File: config.mk
export PLATFORM = sky130hd
export DESIGN_NAME = mux_addr_ctrl_flat
export DESIGN_NICKNAME = d
export VERILOG_FILES = /design/src/verilog/mux_addr_pkg.sv /design/src/verilog/mux_link_if.sv /design/src/verilog/mux_addr_ctrl.sv /design/src/flat_wrapper.sv
export SDC_FILE = /design/constraint.sdc
export NUM_CORES = 1
export LEC_CHECK = 0
export CORE_MARGIN = 2
export CORE_UTILIZATION = 55
export CTS_BUF_LIST = sky130_fd_sc_hd__clkbuf_16
export DETAILED_ROUTE_END_ITERATION = 8
export DONT_BUFFER_PORTS = 1
export GPL_TIMING_DRIVEN = 0
export HOLD_SLACK_MARGIN = 0.03
export PLACE_DENSITY = 0.8
export SYNTH_ARGS = -nofsm -noshare
export SYNTH_HDL_FRONTEND = slang
export SYNTH_SLANG_ARGS = --single-unit
File: constraint.sdc
create_clock -name pclk -period 6.36 [get_ports pclk]
set_input_delay 0 -clock pclk [delete_from_list [all_inputs] [get_ports pclk]]
set_output_delay 0 -clock pclk [all_outputs]
set_load 0.01 [all_outputs]
File: src/verilog/mux_addr_pkg.sv
// shared constants, command codes and pin mapping of the multiplexed address link
package mux_addr_pkg;
  // ==================================================
  // widths and clock
  localparam int unsigned addr_w    = 21;
  localparam int unsigned bank_w    = 4;
  localparam int unsigned banks     = 16;
  localparam int unsigned half_pins = 11;
  localparam int unsigned clk_mhz   = 20;

  // ==================================================
  // timing, least times rounded up to whole cycles
  localparam int unsigned row_cycle_time_ns = 100;
  localparam int unsigned mode_set_wait_ns  = 600;
  localparam int unsigned mb_min_delay_ns   = 100;
  localparam int unsigned mb_window_ns      = 1000;
  localparam int unsigned mb_window_max     = 4;
  localparam int unsigned row_cycle_cyc     = (row_cycle_time_ns * clk_mhz + 999) / 1000;
  localparam int unsigned mode_set_wait_cyc = (mode_set_wait_ns * clk_mhz + 999) / 1000;
  localparam int unsigned mb_min_delay_cyc  = (mb_min_delay_ns * clk_mhz + 999) / 1000;
  localparam int unsigned mb_window_cyc     = (mb_window_ns * clk_mhz + 999) / 1000;

  // ==================================================
  // mode register fields
  localparam int unsigned mux_bit      = 9;
  localparam int unsigned lat_lsb      = 0;
  localparam int unsigned burst_lsb    = 3;
  localparam int unsigned term_lsb     = 0;
  localparam logic [20:0] zero_used    = 21'h00020f;
  localparam logic [20:0] one_used     = 21'h00001b;
  localparam logic [20:0] two_used     = 21'h0000ff;
  localparam logic [1:0]  sel_zero     = 2'h0;
  localparam logic [1:0]  sel_one      = 2'h1;
  localparam logic [1:0]  sel_two      = 2'h2;
  localparam logic [1:0]  burst_two    = 2'h0;
  localparam logic [1:0]  burst_four   = 2'h1;
  localparam logic [1:0]  burst_of_eight = 2'h2;

  // ==================================================
  // controller register map
  localparam logic [7:0] ctrl_off   = 8'h00;
  localparam logic [7:0] addr_off   = 8'h04;
  localparam logic [7:0] mask_off   = 8'h08;
  localparam logic [7:0] status_off = 8'h0c;
  localparam logic [7:0] zero_off   = 8'h10;
  localparam logic [7:0] one_off    = 8'h14;
  localparam logic [7:0] two_off    = 8'h18;
  localparam int unsigned go_bit    = 0;
  localparam int unsigned init_bit  = 1;
  localparam int unsigned cmd_lsb   = 4;
  localparam int unsigned bank_lsb  = 8;

  typedef enum logic [2:0] {
    c_read          = 3'h0,
    c_write         = 3'h1,
    c_mode_write    = 3'h2,
    c_refresh_bank  = 3'h3,
    c_refresh_multi = 3'h4
  } cmd_t;

  // ==================================================
  // pins used by both halves, and the address bit each carries in the second half
  localparam logic [4:0] no_src = 5'h1f;
  localparam logic [4:0] pin_idx [half_pins] = '{5'h00, 5'h03, 5'h04, 5'h05, 5'h08, 5'h09,
                                                5'h0a, 5'h0d, 5'h0e, 5'h11, 5'h12};
  localparam logic [4:0] sh_src  [half_pins] = '{no_src, 5'h01, 5'h02, 5'h14, 5'h06, 5'h07,
                                                5'h13, 5'h0b, 5'h0c, 5'h10, 5'h0f};

  function automatic logic sh_used(input logic [4:0] src, input logic w36, input logic [1:0] bl);
    if (src == 5'h13) return (bl == burst_two) | (~w36 & (bl == burst_four));
    if (src == 5'h14) return ~w36 & (bl == burst_two);
    return src != no_src;
  endfunction

  function automatic logic [20:0] first_half(input logic [20:0] a);
    logic [20:0] p;
    p = '0;
    for (int i = 0; i < half_pins; i++) p[pin_idx[i]] = a[pin_idx[i]];
    return p;
  endfunction

  function automatic logic [20:0] second_half(input logic [20:0] a, input logic w36,
                                              input logic [1:0] bl);
    logic [20:0] p;
    p = '0;
    for (int i = 0; i < half_pins; i++)
      if (sh_used(sh_src[i], w36, bl)) p[pin_idx[i]] = a[sh_src[i]];
    return p;
  endfunction

  function automatic logic [20:0] merge_halves(input logic [20:0] f, input logic [20:0] s,
                                               input logic w36, input logic [1:0] bl);
    logic [20:0] a;
    a = '0;
    for (int i = 0; i < half_pins; i++) begin
      a[pin_idx[i]] = f[pin_idx[i]];
      if (sh_used(sh_src[i], w36, bl)) a[sh_src[i]] = s[pin_idx[i]];
    end
    return a;
  endfunction

  // eight bank-mask lanes per half ride on the first eight shared pins
  function automatic logic [20:0] mask_to_pins(input logic [7:0] m);
    logic [20:0] p;
    p = '0;
    for (int i = 0; i < 8; i++) p[pin_idx[i]] = m[i];
    return p;
  endfunction

  function automatic logic [7:0] pins_to_mask(input logic [20:0] p);
    logic [7:0] m;
    m = '0;
    for (int i = 0; i < 8; i++) m[i] = p[pin_idx[i]];
    return m;
  endfunction
endpackage

File: src/verilog/mux_link_if.sv
// command and address pins between controller and device
`timescale 1ns/1ps
interface mux_link_if;
  logic        cs_n;
  logic        we_n;
  logic        ref_n;
  logic        mb_n;
  logic [20:0] addr;
  logic [3:0]  bank;

  modport ctrl (output cs_n, output we_n, output ref_n, output mb_n, output addr, output bank);
  modport dev  (input cs_n, input we_n, input ref_n, input mb_n, input addr, input bank);
endinterface

File: src/verilog/mux_addr_ctrl.sv
// controller end: apb registers, init sequence and split-address command issue
//
// Added by the designer: the register offsets and the APB interface to the registers.
`timescale 1ns/1ps
// Summary of operation
// - mode zero bit nine enables split addressing
// - wait mode-set interval after enabling
// - keep bit nine high on rewrites
// - write modes one, two in halves
// - follow fixed power-up order exactly
// - termination valid after mode two write
// - upper bank bits, reserved bits low
// - no burst of eight when wide
// - wide mapping across both halves
// - narrow mapping, extra high bits
// - latency counts from second half
// - row cycle counts from first half
// - refresh executes on following edge
// - bank refresh allows next clock command
// - multibank refresh needs two clocks
// - address lanes only for multibank refresh
// - bank pins only for bank refresh
// - respect multibank window and delay
module mux_addr_ctrl #(
  parameter bit wide36 = 1'b0
) (
  input  wire logic        pclk,
  input  wire logic        presetn,
  input  wire logic        ce,
  input  wire logic        psel,
  input  wire logic        penable,
  input  wire logic        pwrite,
  input  wire logic [7:0]  paddr,
  input  wire logic [31:0] pwdata,
  output logic [31:0]      prdata_ff,
  output logic             pready_ff,
  output logic             pslverr_ff,
  mux_link_if.ctrl         link
);
  import mux_addr_pkg::*;

  typedef enum logic [1:0] {
    st_idle = 2'h0,
    st_fh   = 2'h1,
    st_sh   = 2'h2,
    st_wait = 2'h3
  } state_t;

  state_t      state_ff, nxt_state;
  logic        issue;
  logic        cs_n_ff, we_n_ff, ref_n_ff, mb_n_ff;
  logic [20:0] pin_addr_ff;
  logic [3:0]  pin_bank_ff;
  logic [20:0] uaddr_ff, zero_ff, one_ff, two_ff;
  logic [15:0] umask_ff;
  logic [3:0]  ubank_ff;
  cmd_t        ucmd_ff, cur_cmd_ff, go_cmd;
  logic [20:0] cur_addr_ff;
  logic [15:0] cur_mask_ff;
  logic        cur_mux_ff, mux_ff, pend_ff, init_ff, init_done_ff;
  logic [2:0]  step_ff;
  logic [1:0]  bl_ff;
  logic [7:0]  wait_ff, mbd_ff, saw_ff;
  logic [2:0]  saw_num_ff;
  logic [7:0]  rc_cnt_ff [banks];
  logic [15:0] busy;

  // ==================================================
  // apb decode
  wire setup    = psel & ~penable;
  wire take     = psel & penable & pready_ff;
  wire hit_ctrl = paddr == ctrl_off;
  wire hit_stat = paddr == status_off;
  wire mapped   = hit_ctrl | hit_stat | (paddr == addr_off) | (paddr == mask_off) |
                  (paddr == zero_off) | (paddr == one_off) | (paddr == two_off);
  wire cmd_bad  = pwdata[cmd_lsb+:3] > 3'h4;
  wire go_try   = pwrite & hit_ctrl & pwdata[go_bit];
  wire bad_acc  = ~mapped | (go_try & cmd_bad) | (pwrite & hit_stat);
  wire go_req   = take & go_try & ~cmd_bad & ~pend_ff & ~pslverr_ff;
  wire init_req = take & pwrite & hit_ctrl & pwdata[init_bit] & ~init_ff &
                  (state_ff == st_idle);
  wire [31:0] stat_word = {27'h0, init_ff, pend_ff, mux_ff, state_ff != st_idle, init_done_ff};
  wire [31:0] rd_word   = hit_ctrl ? {20'h0, ubank_ff, 1'b0, ucmd_ff, 4'h0} :
                          hit_stat ? stat_word :
                          paddr == addr_off ? {11'h0, uaddr_ff} :
                          paddr == mask_off ? {16'h0, umask_ff} :
                          paddr == zero_off ? {11'h0, zero_ff} :
                          paddr == one_off  ? {11'h0, one_ff} :
                          paddr == two_off  ? {11'h0, two_ff} : 32'h00000000;

  // answer in the first access cycle
  always_ff @(posedge pclk or negedge presetn) begin
    if (!presetn) begin
      pready_ff  <= 1'b0;
      prdata_ff  <= 32'h00000000;
      pslverr_ff <= 1'b0;
    end else if (ce) begin
      pready_ff <= setup;
      if (setup) begin
        prdata_ff  <= rd_word;
        pslverr_ff <= bad_acc;
      end
    end
  end

  wire wr_ok = take & pwrite & ~pslverr_ff;
  always_ff @(posedge pclk or negedge presetn) begin
    if (!presetn) begin
      uaddr_ff <= 21'h000000;
      umask_ff <= 16'h0000;
      zero_ff  <= 21'h000000;
      one_ff   <= 21'h000000;
      two_ff   <= 21'h000000;
      ucmd_ff  <= c_read;
      ubank_ff <= 4'h0;
    end else if (ce && wr_ok) begin
      if (paddr == addr_off) uaddr_ff <= pwdata[20:0];
      if (paddr == mask_off) umask_ff <= pwdata[15:0];
      if (paddr == zero_off) zero_ff <= pwdata[20:0];
      if (paddr == one_off) one_ff <= pwdata[20:0];
      if (paddr == two_off) two_ff <= pwdata[20:0];
      if (go_req) begin
        ucmd_ff  <= cmd_t'(pwdata[cmd_lsb+:3]);
        ubank_ff <= pwdata[bank_lsb+:4];
      end
    end
  end

  // ==================================================
  // what goes out next
  wire [1:0]  step_sel = step_ff == 3'h3 ? sel_two : step_ff == 3'h2 ? sel_one : sel_zero;
  wire [1:0]  go_sel   = init_ff ? step_sel : ubank_ff[1:0];
  wire [20:0] go_src   = ~init_ff ? uaddr_ff : step_sel == sel_zero ? zero_ff :
                         step_sel == sel_one ? one_ff : two_ff;
  assign go_cmd = init_ff ? c_mode_write : ucmd_ff;
  // wide parts fall back to four
  wire [1:0]  bl_req   = go_src[burst_lsb+:2];
  wire [1:0]  bl_fix   = (wide36 && bl_req == burst_of_eight) ? burst_four : bl_req;
  wire [20:0] go_mode  = go_sel == sel_zero ? (go_src | (21'h000001 << mux_bit)) & zero_used :
                         go_sel == sel_one ? {go_src[20:5], bl_fix, go_src[2:0]} & one_used :
                         go_src & two_used;
  wire [20:0] go_addr  = go_cmd == c_mode_write ? go_mode : go_src;
  wire is_multi = go_cmd == c_refresh_multi;
  // bank free once row cycle ran out
  wire bank_ok  = go_cmd == c_mode_write ? 1'b1 : is_multi ? ~|(busy & umask_ff) :
                  ~busy[ubank_ff];
  wire mb_ok    = ~is_multi | ((mbd_ff == 8'h00) &
                  ((saw_ff == 8'h00) | (saw_num_ff < 3'(mb_window_max))));
  // fixed init order before any user command
  wire want     = init_ff ? (step_ff < 3'h4) : (pend_ff & init_done_ff & bank_ok & mb_ok);
  // in split mode, second half for everything but bank refresh
  wire need_sh  = cur_mux_ff & (cur_cmd_ff != c_refresh_bank);
  wire need_wt  = cur_cmd_ff == c_mode_write;

  // ==================================================
  // issue sequencer
  always_comb begin
    nxt_state = state_ff;
    issue     = 1'b0;
    unique case (state_ff)
      st_idle: issue = want;
      st_fh: begin
        // back to back after bank refresh
        if (need_sh) nxt_state = st_sh;
        else if (need_wt) nxt_state = st_wait;
        else if (want) issue = 1'b1;
        else nxt_state = st_idle;
      end
      st_sh: nxt_state = need_wt ? st_wait : st_idle;
      st_wait: if (wait_ff == 8'h00) nxt_state = st_idle;
    endcase
    if (issue) nxt_state = st_fh;
  end

  always_ff @(posedge pclk or negedge presetn) begin
    if (!presetn) begin
      state_ff <= st_idle;
      wait_ff  <= 8'h00;
    end else if (ce) begin
      state_ff <= nxt_state;
      if (nxt_state == st_wait && state_ff != st_wait) wait_ff <= 8'(mode_set_wait_cyc - 1);
      else if (wait_ff != 8'h00) wait_ff <= wait_ff - 8'h01;
    end
  end

  always_ff @(posedge pclk or negedge presetn) begin
    if (!presetn) begin
      pend_ff      <= 1'b0;
      init_ff      <= 1'b0;
      init_done_ff <= 1'b0;
      step_ff      <= 3'h0;
      mux_ff       <= 1'b0;
      bl_ff        <= burst_two;
    end else if (ce) begin
      if (issue && !init_ff) pend_ff <= 1'b0;
      if (go_req) pend_ff <= 1'b1;
      if (issue && init_ff) step_ff <= step_ff + 3'h1;
      // split format from the next command on
      if (issue && go_cmd == c_mode_write && go_sel == sel_zero) mux_ff <= 1'b1;
      if (issue && go_cmd == c_mode_write && go_sel == sel_one) bl_ff <= bl_fix;
      if (init_ff && step_ff == 3'h4 && state_ff == st_idle) begin
        init_ff      <= 1'b0;
        init_done_ff <= 1'b1;
      end
      if (init_req) begin
        init_ff      <= 1'b1;
        init_done_ff <= 1'b0;
        step_ff      <= 3'h0;
        mux_ff       <= 1'b0;
      end
    end
  end

  // ==================================================
  // pin drive
  always_ff @(posedge pclk or negedge presetn) begin
    if (!presetn) begin
      cs_n_ff     <= 1'b1;
      we_n_ff     <= 1'b1;
      ref_n_ff    <= 1'b1;
      mb_n_ff     <= 1'b1;
      pin_addr_ff <= 21'h000000;
      pin_bank_ff <= 4'h0;
      cur_cmd_ff  <= c_read;
      cur_addr_ff <= 21'h000000;
      cur_mask_ff <= 16'h0000;
      cur_mux_ff  <= 1'b0;
    end else if (ce) begin
      cs_n_ff     <= ~issue;
      we_n_ff     <= ~issue | ~(go_cmd == c_write || go_cmd == c_mode_write);
      ref_n_ff    <= ~issue | ~(go_cmd == c_mode_write || go_cmd == c_refresh_bank || is_multi);
      mb_n_ff     <= ~issue | ~is_multi;
      pin_addr_ff <= 21'h000000;
      pin_bank_ff <= 4'h0;
      if (issue) begin
        cur_cmd_ff  <= go_cmd;
        cur_addr_ff <= go_addr;
        cur_mask_ff <= umask_ff;
        cur_mux_ff  <= mux_ff;
        // bank pins low on multibank refresh
        pin_bank_ff <= go_cmd == c_mode_write ? {2'h0, go_sel} : is_multi ? 4'h0 : ubank_ff;
        // bank mask on the address lanes
        pin_addr_ff <= is_multi ? (mux_ff ? mask_to_pins(umask_ff[7:0]) : {5'h00, umask_ff})
                               : (mux_ff ? first_half(go_addr) : go_addr);
      end else if (state_ff == st_fh && need_sh) begin
        pin_addr_ff <= cur_cmd_ff == c_refresh_multi ? mask_to_pins(cur_mask_ff[15:8])
                                                     : second_half(cur_addr_ff, wide36, bl_ff);
      end
    end
  end

  // ==================================================
  // multibank spacing and per-bank row cycle
  always_ff @(posedge pclk or negedge presetn) begin
    if (!presetn) begin
      mbd_ff     <= 8'h00;
      saw_ff     <= 8'h00;
      saw_num_ff <= 3'h0;
    end else if (ce) begin
      if (issue && is_multi) mbd_ff <= 8'(mb_min_delay_cyc - 1);
      else if (mbd_ff != 8'h00) mbd_ff <= mbd_ff - 8'h01;
      if (issue && is_multi && saw_ff == 8'h00) begin
        saw_ff     <= 8'(mb_window_cyc - 1);
        saw_num_ff <= 3'h1;
      end else begin
        if (saw_ff != 8'h00) saw_ff <= saw_ff - 8'h01;
        if (issue && is_multi) saw_num_ff <= saw_num_ff + 3'h1;
      end
    end
  end

  for (genvar b = 0; b < banks; b++) begin : g_bank
    wire hit = issue && (is_multi ? umask_ff[b] : (go_cmd != c_mode_write && ubank_ff == 4'(b)));
    always_ff @(posedge pclk or negedge presetn) begin
      if (!presetn) rc_cnt_ff[b] <= 8'h00;
      else if (ce) rc_cnt_ff[b] <= hit ? 8'(row_cycle_cyc - 1) :
                                   rc_cnt_ff[b] != 8'h00 ? rc_cnt_ff[b] - 8'h01 : 8'h00;
    end
    assign busy[b] = rc_cnt_ff[b] != 8'h00;
  end

  assign link.cs_n  = cs_n_ff;
  assign link.we_n  = we_n_ff;
  assign link.ref_n = ref_n_ff;
  assign link.mb_n  = mb_n_ff;
  assign link.addr  = pin_addr_ff;
  assign link.bank  = pin_bank_ff;
endmodule

File: src/flat_wrapper.sv
// flat-port wrapper written by rule: the top's interface ports become plain ports
module mux_addr_ctrl_flat import mux_addr_pkg::*;
#(
  parameter bit wide36 = 1'b0
)
  (pclk, presetn, ce, psel, penable, pwrite, paddr, pwdata, prdata_ff, pready_ff, pslverr_ff, link_cs_n, link_we_n, link_ref_n, link_mb_n, link_addr, link_bank);
  mux_link_if link_i ();
  input  wire logic pclk;
  input  wire logic presetn;
  input  wire logic ce;
  input  wire logic psel;
  input  wire logic penable;
  input  wire logic pwrite;
  input  wire logic [7:0] paddr;
  input  wire logic [31:0] pwdata;
  output logic [31:0] prdata_ff;
  output logic pready_ff;
  output logic pslverr_ff;
  output wire logic [$bits(link_i.cs_n)-1:0] link_cs_n;
  output wire logic [$bits(link_i.we_n)-1:0] link_we_n;
  output wire logic [$bits(link_i.ref_n)-1:0] link_ref_n;
  output wire logic [$bits(link_i.mb_n)-1:0] link_mb_n;
  output wire logic [$bits(link_i.addr)-1:0] link_addr;
  output wire logic [$bits(link_i.bank)-1:0] link_bank;
  assign link_cs_n = link_i.cs_n;
  assign link_we_n = link_i.we_n;
  assign link_ref_n = link_i.ref_n;
  assign link_mb_n = link_i.mb_n;
  assign link_addr = link_i.addr;
  assign link_bank = link_i.bank;
  mux_addr_ctrl #(.wide36(wide36)) u_core (.pclk(pclk), .presetn(presetn), .ce(ce), .psel(psel), .penable(penable), .pwrite(pwrite), .paddr(paddr), .pwdata(pwdata), .prdata_ff(prdata_ff), .pready_ff(pready_ff), .pslverr_ff(pslverr_ff), .link(link_i));
endmodule
==> results of run 1 <==
[cell families (layout without fill, tap and decap cells)]
family                     after synthesis  in the layout
muxes                                  168            168
xor gates and xnor gates                12             12
AOI/OAI and AO/OA                      440            440
other                                    1             11
and+or+nand+nor                        644            644
DFF                                    347            347
buffers and inverters                  165            267
adders and majority gates               27             27
[final timing paths]
kind	end	depth (start not counted)
max	u_core.rc_cnt_ff[72]$_DFFE_PN0P_	10
min	u_core.rc_cnt_ff[103]$_DFFE_PN0P_	0
max reg2reg	u_core.rc_cnt_ff[72]$_DFFE_PN0P_	10
min reg2reg	u_core.mbd_ff[7]$_DFFE_PN0P_	1
max in group asynchronous	u_core.prdata_ff[4]$_DFFE_PN0P_	0
min in group pclk	u_core.ubank_ff[3]$_DFFE_PN0P_	3
[sequential cells by signal, summed over array words and instances, names as in the netlist, 2 cells and up]
name,flops
u_core.cur_cmd_ff,3
u_core.step_ff,3
u_core.two_ff,21
u_core.saw_num_ff,3
u_core.zero_ff,21
u_core.mbd_ff,8
u_core.ucmd_ff,3
u_core.cur_mask_ff,8
u_core.wait_ff,8
u_core.uaddr_ff,21
u_core.saw_ff,8
u_core.prdata_ff,21
u_core.one_ff,21
u_core.cur_addr_ff,10
u_core.ubank_ff,4
u_core.state_ff,2
u_core.rc_cnt_ff,128
u_core.link.bank,4
u_core.link.addr,21
u_core.bl_ff,2
u_core.umask_ff,16
[area by class of cell]
cell class,count,share of cell area (%)
buffer,104,2.400
clock buffer,39,4.862
clock inverter,31,1.253
inverter,61,1.141
multi-input combinational,1302,42.71
sequential,347,43.29
tap,442,2.755
timing repair buffer,32,1.596
[worst register-to-register path, delay by kind of cell, from the launching register on]
kind / cells / cell delay (ns)
compound gates: 3 / 0.70
fa+ha+maj: 1 / 0.22
buf+inv: 2 / 0.62
flops: 1 / 0.43
simple gates: 4 / 1.57
[through the flow]
step	area, um2	worst slack, ns	cells	util [%]
after detailed placement	18520	2.901	2256	57.37
final	20070	2.735	2358	62.16
after global placement	18520	2.870	2256	57.37
after CTS	20070	2.853	2358	62.16
after floorplan	17970	3.699	1814	-
after global routing	20070	2.707	2358	62.16
[synth_stat cells, drive strengths merged (12+ instances only)]
library cell and number:
o22ai 32, nand2 190, o2bb2ai 24, a21oi 52
a221oi 20, clkbuf 72, nand3 41, nor2 128
o21ai 109, o31ai 16, buf 32, nor4 31
or4 15, nor2b 13, a31oi 28, nor3 89
or3 22, nor3b 15, a22oi 26, inv 61
nand2b 31, a21o 44, dfrtp 343, mux2i 50
ha 27, and3 12, mux2 118
[power groups by stage]
stage	Combinational, mW	Clock, mW	Sequential [mW]
5_1_grt	1.65	2.31	3.16
4_1_cts	1.46	2.21	3.07
3_5_place_dp	1.42	0	3.10
6_report	1.48	2.20	3.09
2_1_floorplan	1.12	0	2.99
3_3_place_gp	1.35	0	3.07
[metal layers]
layer	vias to the layer above	share of wire [%]	GRT usage [%]
met5	-	0	0
met4	0	5.4	17.92
met3	213	9.8	8.575
met2	788	46	52.56
met1	7609	39	42.50
li1	6811	-	-
==> metrics.txt, run 1 <==
shortest clock period the worst path allows after layout 3.625 ns; Setup TNS Final 0 ns; I/O pin count 109; count of nets left with antenna violations after detail routing 0; Post-CTS Setup Bufs 0; count of warnings emitted by yosys 0; final hold violation count 347; global-route wire length before repair 87.52 mm; detailed router's first-iteration violation count 1425; total global routing track utilization 33.42%; crit path max-delay cell type or3b_2; pin count of the biggest net entering global routing 348; H-tree level count 2; Max Buffers Root-to-Sink 3; flop2flop setup slack 2.73 ns; Final Net Count 1959; y dimension of the die 184.6 um; Post-route DRC 0; antenna violations before repair 0; violated checks hold timing, capacitance limit, slew limit; most common cell after layout, fill and taps aside dfrtp_1; nature of the critical path endpoint register; #FFs+latches synth 347; count of instances resized after the clock tree is built 0; # clock sinks 347; cell chosen for the clock root clkbuf_16; clock-pin slew on the worst setup and hold paths 0.06 ns; post-synthesis compound-gate area fraction 16.81%; average wire per cell in the routed design 23.64 um; peak ir drop on the vdd network 0.2178 mV; area added between synthesis and finish 11.92%; commonest register cell after synthesis dfrtp_1; clock buffer count from CTS 38; launch point of the worst reg-to-reg path u_core.rc_cnt_ff[120]$_DFFE_PN0P_; status finished with violations; ratio of cells with drive above 1 in the final layout 12.73%; HPWL after detailed placement 38.54 mm; Max Fanout on Critical Path 10; Final period util 57.00%; DIE AREA 34070 um2; Overflow after GRT 0; Synth Area in Adders 1.884%; number of fill cells in the layout 2583; number of unique standard cell types used by synthesis 81; synthesized area per cell 9.941 um2; top cells by area, synth dfrtp_1, mux2_2, nand2_1, o21ai_0, mux2i_1; post-synth top area cell dfrtp_1; number of antenna repair diodes 0; highest-count cells in the layout ignoring fill and taps dfrtp_1, nand2_1, nor2_1; type of the tightest min-delay check in -> async; path type of the worst setup path reg -> reg; floorplan die width 184.6 um; CTS tree done; endpoints failing setup 0; crit-path leading delay family simple AND/OR/NAND/NOR gates; Logic pwr share 21.9%; # rows 66; Critical Path Start u_core.rc_cnt_ff[120]$_DFFE_PN0P_; fraction of power consumed by sequential logic 45.7%; starting density of the core 55.54%; Avg Vias per Cell 6.540; main combinational cell family by area after synthesis simple AND/OR/NAND/NOR gates; cell-by-cell trace of the critical path inv_1 > ha_1 > or3b_2 > o21ba_1 > nor4_1 > nand4b_1 > nand2_1 > clkbuf_1 > o21ai_0 > a31oi_1; cell area after technology mapping 17930 um2; Routability Congestion 0.9950; area fraction in and, or, nand and nor cells after synthesis 18.09%; Pins Over Slew Limit 7; total number of vias 15420; top-area cell type share of the netlist area 47.86%; internal power 4.499 mW; switching component of the power 2.272 mW; Lkg Pwr 9.002 nW; critical path data required time 6.81 ns; Max-cap violations 1; Power Total 6.772 mW; Core Footprint 32290 um2; RSZ-0062 raised after global routing no; Worst setup SP type register; combined buffer and inverter count along the critical path 2; share of flip-flops with an asynchronous set or reset after synthesis 100.0%; hold_buf cts 32; Clock power frac 32.5%; upper clock frequency limit 275.9 MHz; Post-synth EDFFs 0; worst relative slew slack -1.541%; Final Skew 0.03280 ns; Hold Worst Slack -0.8356 ns; fraction of synthesized area in multiplexers 10.20%; data arrival time of the critical path 4.08 ns; Clock Latency Late Sink 0.56 ns; combined area of the multi-input logic cells 8572 um2; biggest cell delay along the critical path 0.55 ns; area occupied by registers 8688 um2; Tightest Pin Transition 1.509 ns; DRT Wirelength 55.75 mm; vias in the first global route 15510; power density normalized to cell area 337.4 nW/um2; drt pass-1 iters 5; proportion of total power due to net switching 33.56%; number of port buffers 0; share of the yosys chip area belonging to registers 48.45%; Cells after Synth 1804; xor and xnor fraction of the mapped netlist area 0.5861%
No activity file was read; power rests on OpenSTA's default activity.
==> run 2, diff against run 1 <==
--- a/config.mk
+++ b/config.mk
@@ -5,6 +5,7 @@
 export SDC_FILE = /design/constraint.sdc
 export NUM_CORES = 1
 export LEC_CHECK = 0
+export ABC_AREA = 1
 export CORE_MARGIN = 2
 export CORE_UTILIZATION = 55
 export CTS_BUF_LIST = sky130_fd_sc_hd__clkbuf_16
@@ -12,7 +13,7 @@
 export DONT_BUFFER_PORTS = 1
 export GPL_TIMING_DRIVEN = 0
 export HOLD_SLACK_MARGIN = 0.03
-export PLACE_DENSITY = 0.8
+export PLACE_DENSITY = 0.83
 export SYNTH_ARGS = -nofsm -noshare
 export SYNTH_HDL_FRONTEND = slang
 export SYNTH_SLANG_ARGS = --single-unit
==> constraint.sdc (replaced) <==
create_clock -name pclk -period 3.3 [get_ports pclk]
set_input_delay 0 -clock pclk [delete_from_list [all_inputs] [get_ports pclk]]
set_output_delay 0 -clock pclk [all_outputs]
set_load 0.01 [all_outputs]
==> run 2 against run 1 <==
  * The run ends with hold timing left
  * Flip-flop and latch count unchanged
  * Register-to-register slack got worse by 2.5 ns
  * Sequential power increased by 87%
  * Total power increased by 100%
  * Combinational power increased to 2.5 times the previous value
  * Sequential share of layout area increased by 0.32 points
  * Clock skew decreased by 0.018 ns
  * Setup slack got worse by 2.5 ns
  * First-iteration DRC count increased by 27%
  * Largest cell class unchanged
==> metrics.txt, run 2 <==
Lkg Pwr 9.298 nW; path type of the worst setup path reg -> reg; # rows 65; DIE AREA 33870 um2; share of flip-flops with an asynchronous set or reset after synthesis 100.0%; violated checks hold timing; most instantiated library cell after synthesis nand2_1; standard cell area after detailed placement 18370 um2; Max Fanout on Critical Path 10; H-tree level count 2; launch point of the worst reg-to-reg path u_core.rc_cnt_ff[120]$_DFFE_PN0P_; cell chosen for the clock root clkbuf_16; Post-route DRC 0; Critical Path Start u_core.rc_cnt_ff[120]$_DFFE_PN0P_; final hold violation count 343; antenna violations before repair 2; I/O pin count 109; cell area after technology mapping 17830 um2; Setup TNS Final 0 ns; upper clock frequency limit 324.3 MHz; synthesized area per cell 8.235 um2; starting density of the core 56.21%; Place WS 0.1124 ns; number of port buffers 0; clock buffer count from CTS 38; Final Skew 0.01474 ns; finished layout cell area 19930 um2; Avg Vias per Cell 6.049; data arrival time of the critical path 3.52 ns; Logic pwr share 27.2%; total number of vias 16200; commonest register cell after synthesis dfrtp_1; fraction of power consumed by sequential logic 42.5%; ratio of cells with drive above 1 in the final layout 5.099%; Final Net Count 2324; area added between synthesis and finish 11.75%; highest-count cells in the layout ignoring fill and taps nand2_1, dfrtp_1, o21ai_0; Cells after Synth 2165; top cells by area, synth dfrtp_1, nand2_1, o21ai_0, inv_1, xor2_1; critical path data required time 3.74 ns; Overflow after GRT 0; Post-synth EDFFs 0; cell-by-cell trace of the critical path inv_1 > ha_1 > inv_1 > nor3_2 > nand2_2 > nand2_1 > nand2_1 > nor2_1 > nand3_1 > nor2_1 > nor2_1 > nand2_1 > nand2_1 > nand2_2 > nand3_4 > buf_6 > inv_2 > buf_4 > nand3_1 > a41oi_1; pin count of the biggest net entering global routing 348; post-synth top area cell dfrtp_1; Worst setup SP type register; most common cell after layout, fill and taps aside nand2_1; total global routing track utilization 32.16%; y dimension of the die 184.1 um; Max Buffers Root-to-Sink 3; Tightest Pin Transition 1.393 ns; endpoints failing setup 0; global-route wire length before repair 85.48 mm; peak ir drop on the vdd network 0.3653 mV; Hold Worst Slack -0.8214 ns; top-area cell type share of the netlist area 48.14%; biggest cell delay along the critical path 0.39 ns; nature of the critical path endpoint register; Pins Over Slew Limit 0; flip-flop count of the largest register, all copies and words added 128; Final period util 93.43%; DRT Wirelength 53.50 mm; worst relative slew slack 7.130%; drt pass-1 iters 6; switching component of the power 4.641 mW; CTS tree done; average wire per cell in the routed design 19.97 um; length in cells of the worst reg-to-reg path 20; detailed router's first-iteration violation count 1810; top cells by instance count after synthesis nand2_1, dfrtp_1, o21ai_0, inv_1, nor2_1; shortest clock period the worst path allows after layout 3.083 ns; Clock Latency Late Sink 0.53 ns; # clock sinks 347; count of nets left with antenna violations after detail routing 0; Core Footprint 31720 um2; clock-pin slew on the worst setup and hold paths 0.06 ns; RSZ-0062 raised after global routing no; Clock power frac 30.3%; crit path max-delay cell type dfrtp_1; floorplan die width 184.1 um; internal power 8.969 mW; Routability Congestion 1.002; number of unique standard cell types used by synthesis 59; vias in the first global route 15780; count of warnings emitted by yosys 0; #FFs+latches synth 347; status finished with violations; hold_buf cts 35; share of the yosys chip area belonging to registers 48.73%; final worst slack 0.2166 ns; most frequent cell on the critical path nand2_1; Max-cap violations 0; type of the tightest min-delay check in -> async; proportion of total power due to net switching 34.10%; HPWL after detailed placement 38.10 mm; power density normalized to cell area 683.0 nW/um2; Most flops, register u_core.rc_cnt_ff
[run 2: what timing repair did]
action,4_1_cts,5_1_grt
endpoints found under the hold margin,474,347
buffers inserted,0,1
resized for setup,0,13
endpoints found under the setup margin,0,33
[run 2: routing by layer]
layer | GRT usage, % | routed length (um) | vias up
met5 | 0 | 0 | -
met4 | 14.27 | 2241 | 0
met3 | 7.290 | 5085 | 162
met2 | 51.49 | 24830 | 788
met1 | 42.01 | 21340 | 7844
li1 | - | - | 7410
[run 2: power groups by stage]
| stage | clock network, mW | registers [mW] | logic (mW) |
|---|---|---|---|
| global placement | 0 | 5.78 | 3.39 |
| global route | 4.32 | 5.89 | 4.21 |
| CTS | 4.13 | 5.77 | 3.66 |
| floorplan | 0 | 5.67 | 2.96 |
| finish | 4.12 | 5.79 | 3.70 |
| detailed placement | 0 | 5.83 | 3.59 |
[run 2: final cells by class]
class	count	area, um2
fillers	2637	11790
flip-flops and latches	347	8688
multi-input cells	1474	7790
clock buffers	41	1026
inverters	262	983.4
well taps	402	503.0
plain buffers	92	422.9
repair buffers	36	357.8
clock inverters	23	148.9
diodes	2	5.005
[run 2: worst paths after layout]
kind | to | slack (ns)
max | u_core.rc_cnt_ff[112]$_DFFE_PN0P_ | 0.22
min | u_core.rc_cnt_ff[89]$_DFFE_PN0P_ | -0.82
max reg2reg | u_core.rc_cnt_ff[112]$_DFFE_PN0P_ | 0.22
min reg2reg | u_core.one_ff[9]$_DFFE_PN0P_ | 0.48
max in group asynchronous | u_core.two_ff[14]$_DFFE_PN0P_ | 3.01
min in group pclk | u_core.pslverr_ff$_DFFE_PN0P_ | 0.08
[run 2: cells by family after synthesis]
family	Yosys count	share of synthesized area (%)
XOR/XNOR	108	5.305
flip-flops	347	48.73
other	1	0.02103
AO/OA/AOI/OAI	534	17.29
AND/OR/NAND/NOR	794	18.88
buffers and inverters	354	7.874
adder cells (fa/ha/maj)	27	1.895
[run 2: critical path: cells and delay by family, from the launching register on]
kind / cells / cell delay (ns)
buffers and inverters: 5 / 0.69
AND/OR/NAND/NOR: 13 / 1.53
flip-flops: 1 / 0.39
adder cells (fa/ha/maj): 1 / 0.18
AO/OA/AOI/OAI: 1 / 0.20
[run 2: through the flow]
stage	total power [mW]	instances	utilization [%]
floorplan	8.635	2175	-
global placement	9.177	2577	57.92
detailed placement	9.418	2577	57.92
CTS	13.56	2676	62.73
global route	14.42	2678	62.81
finish	13.61	2679	62.82
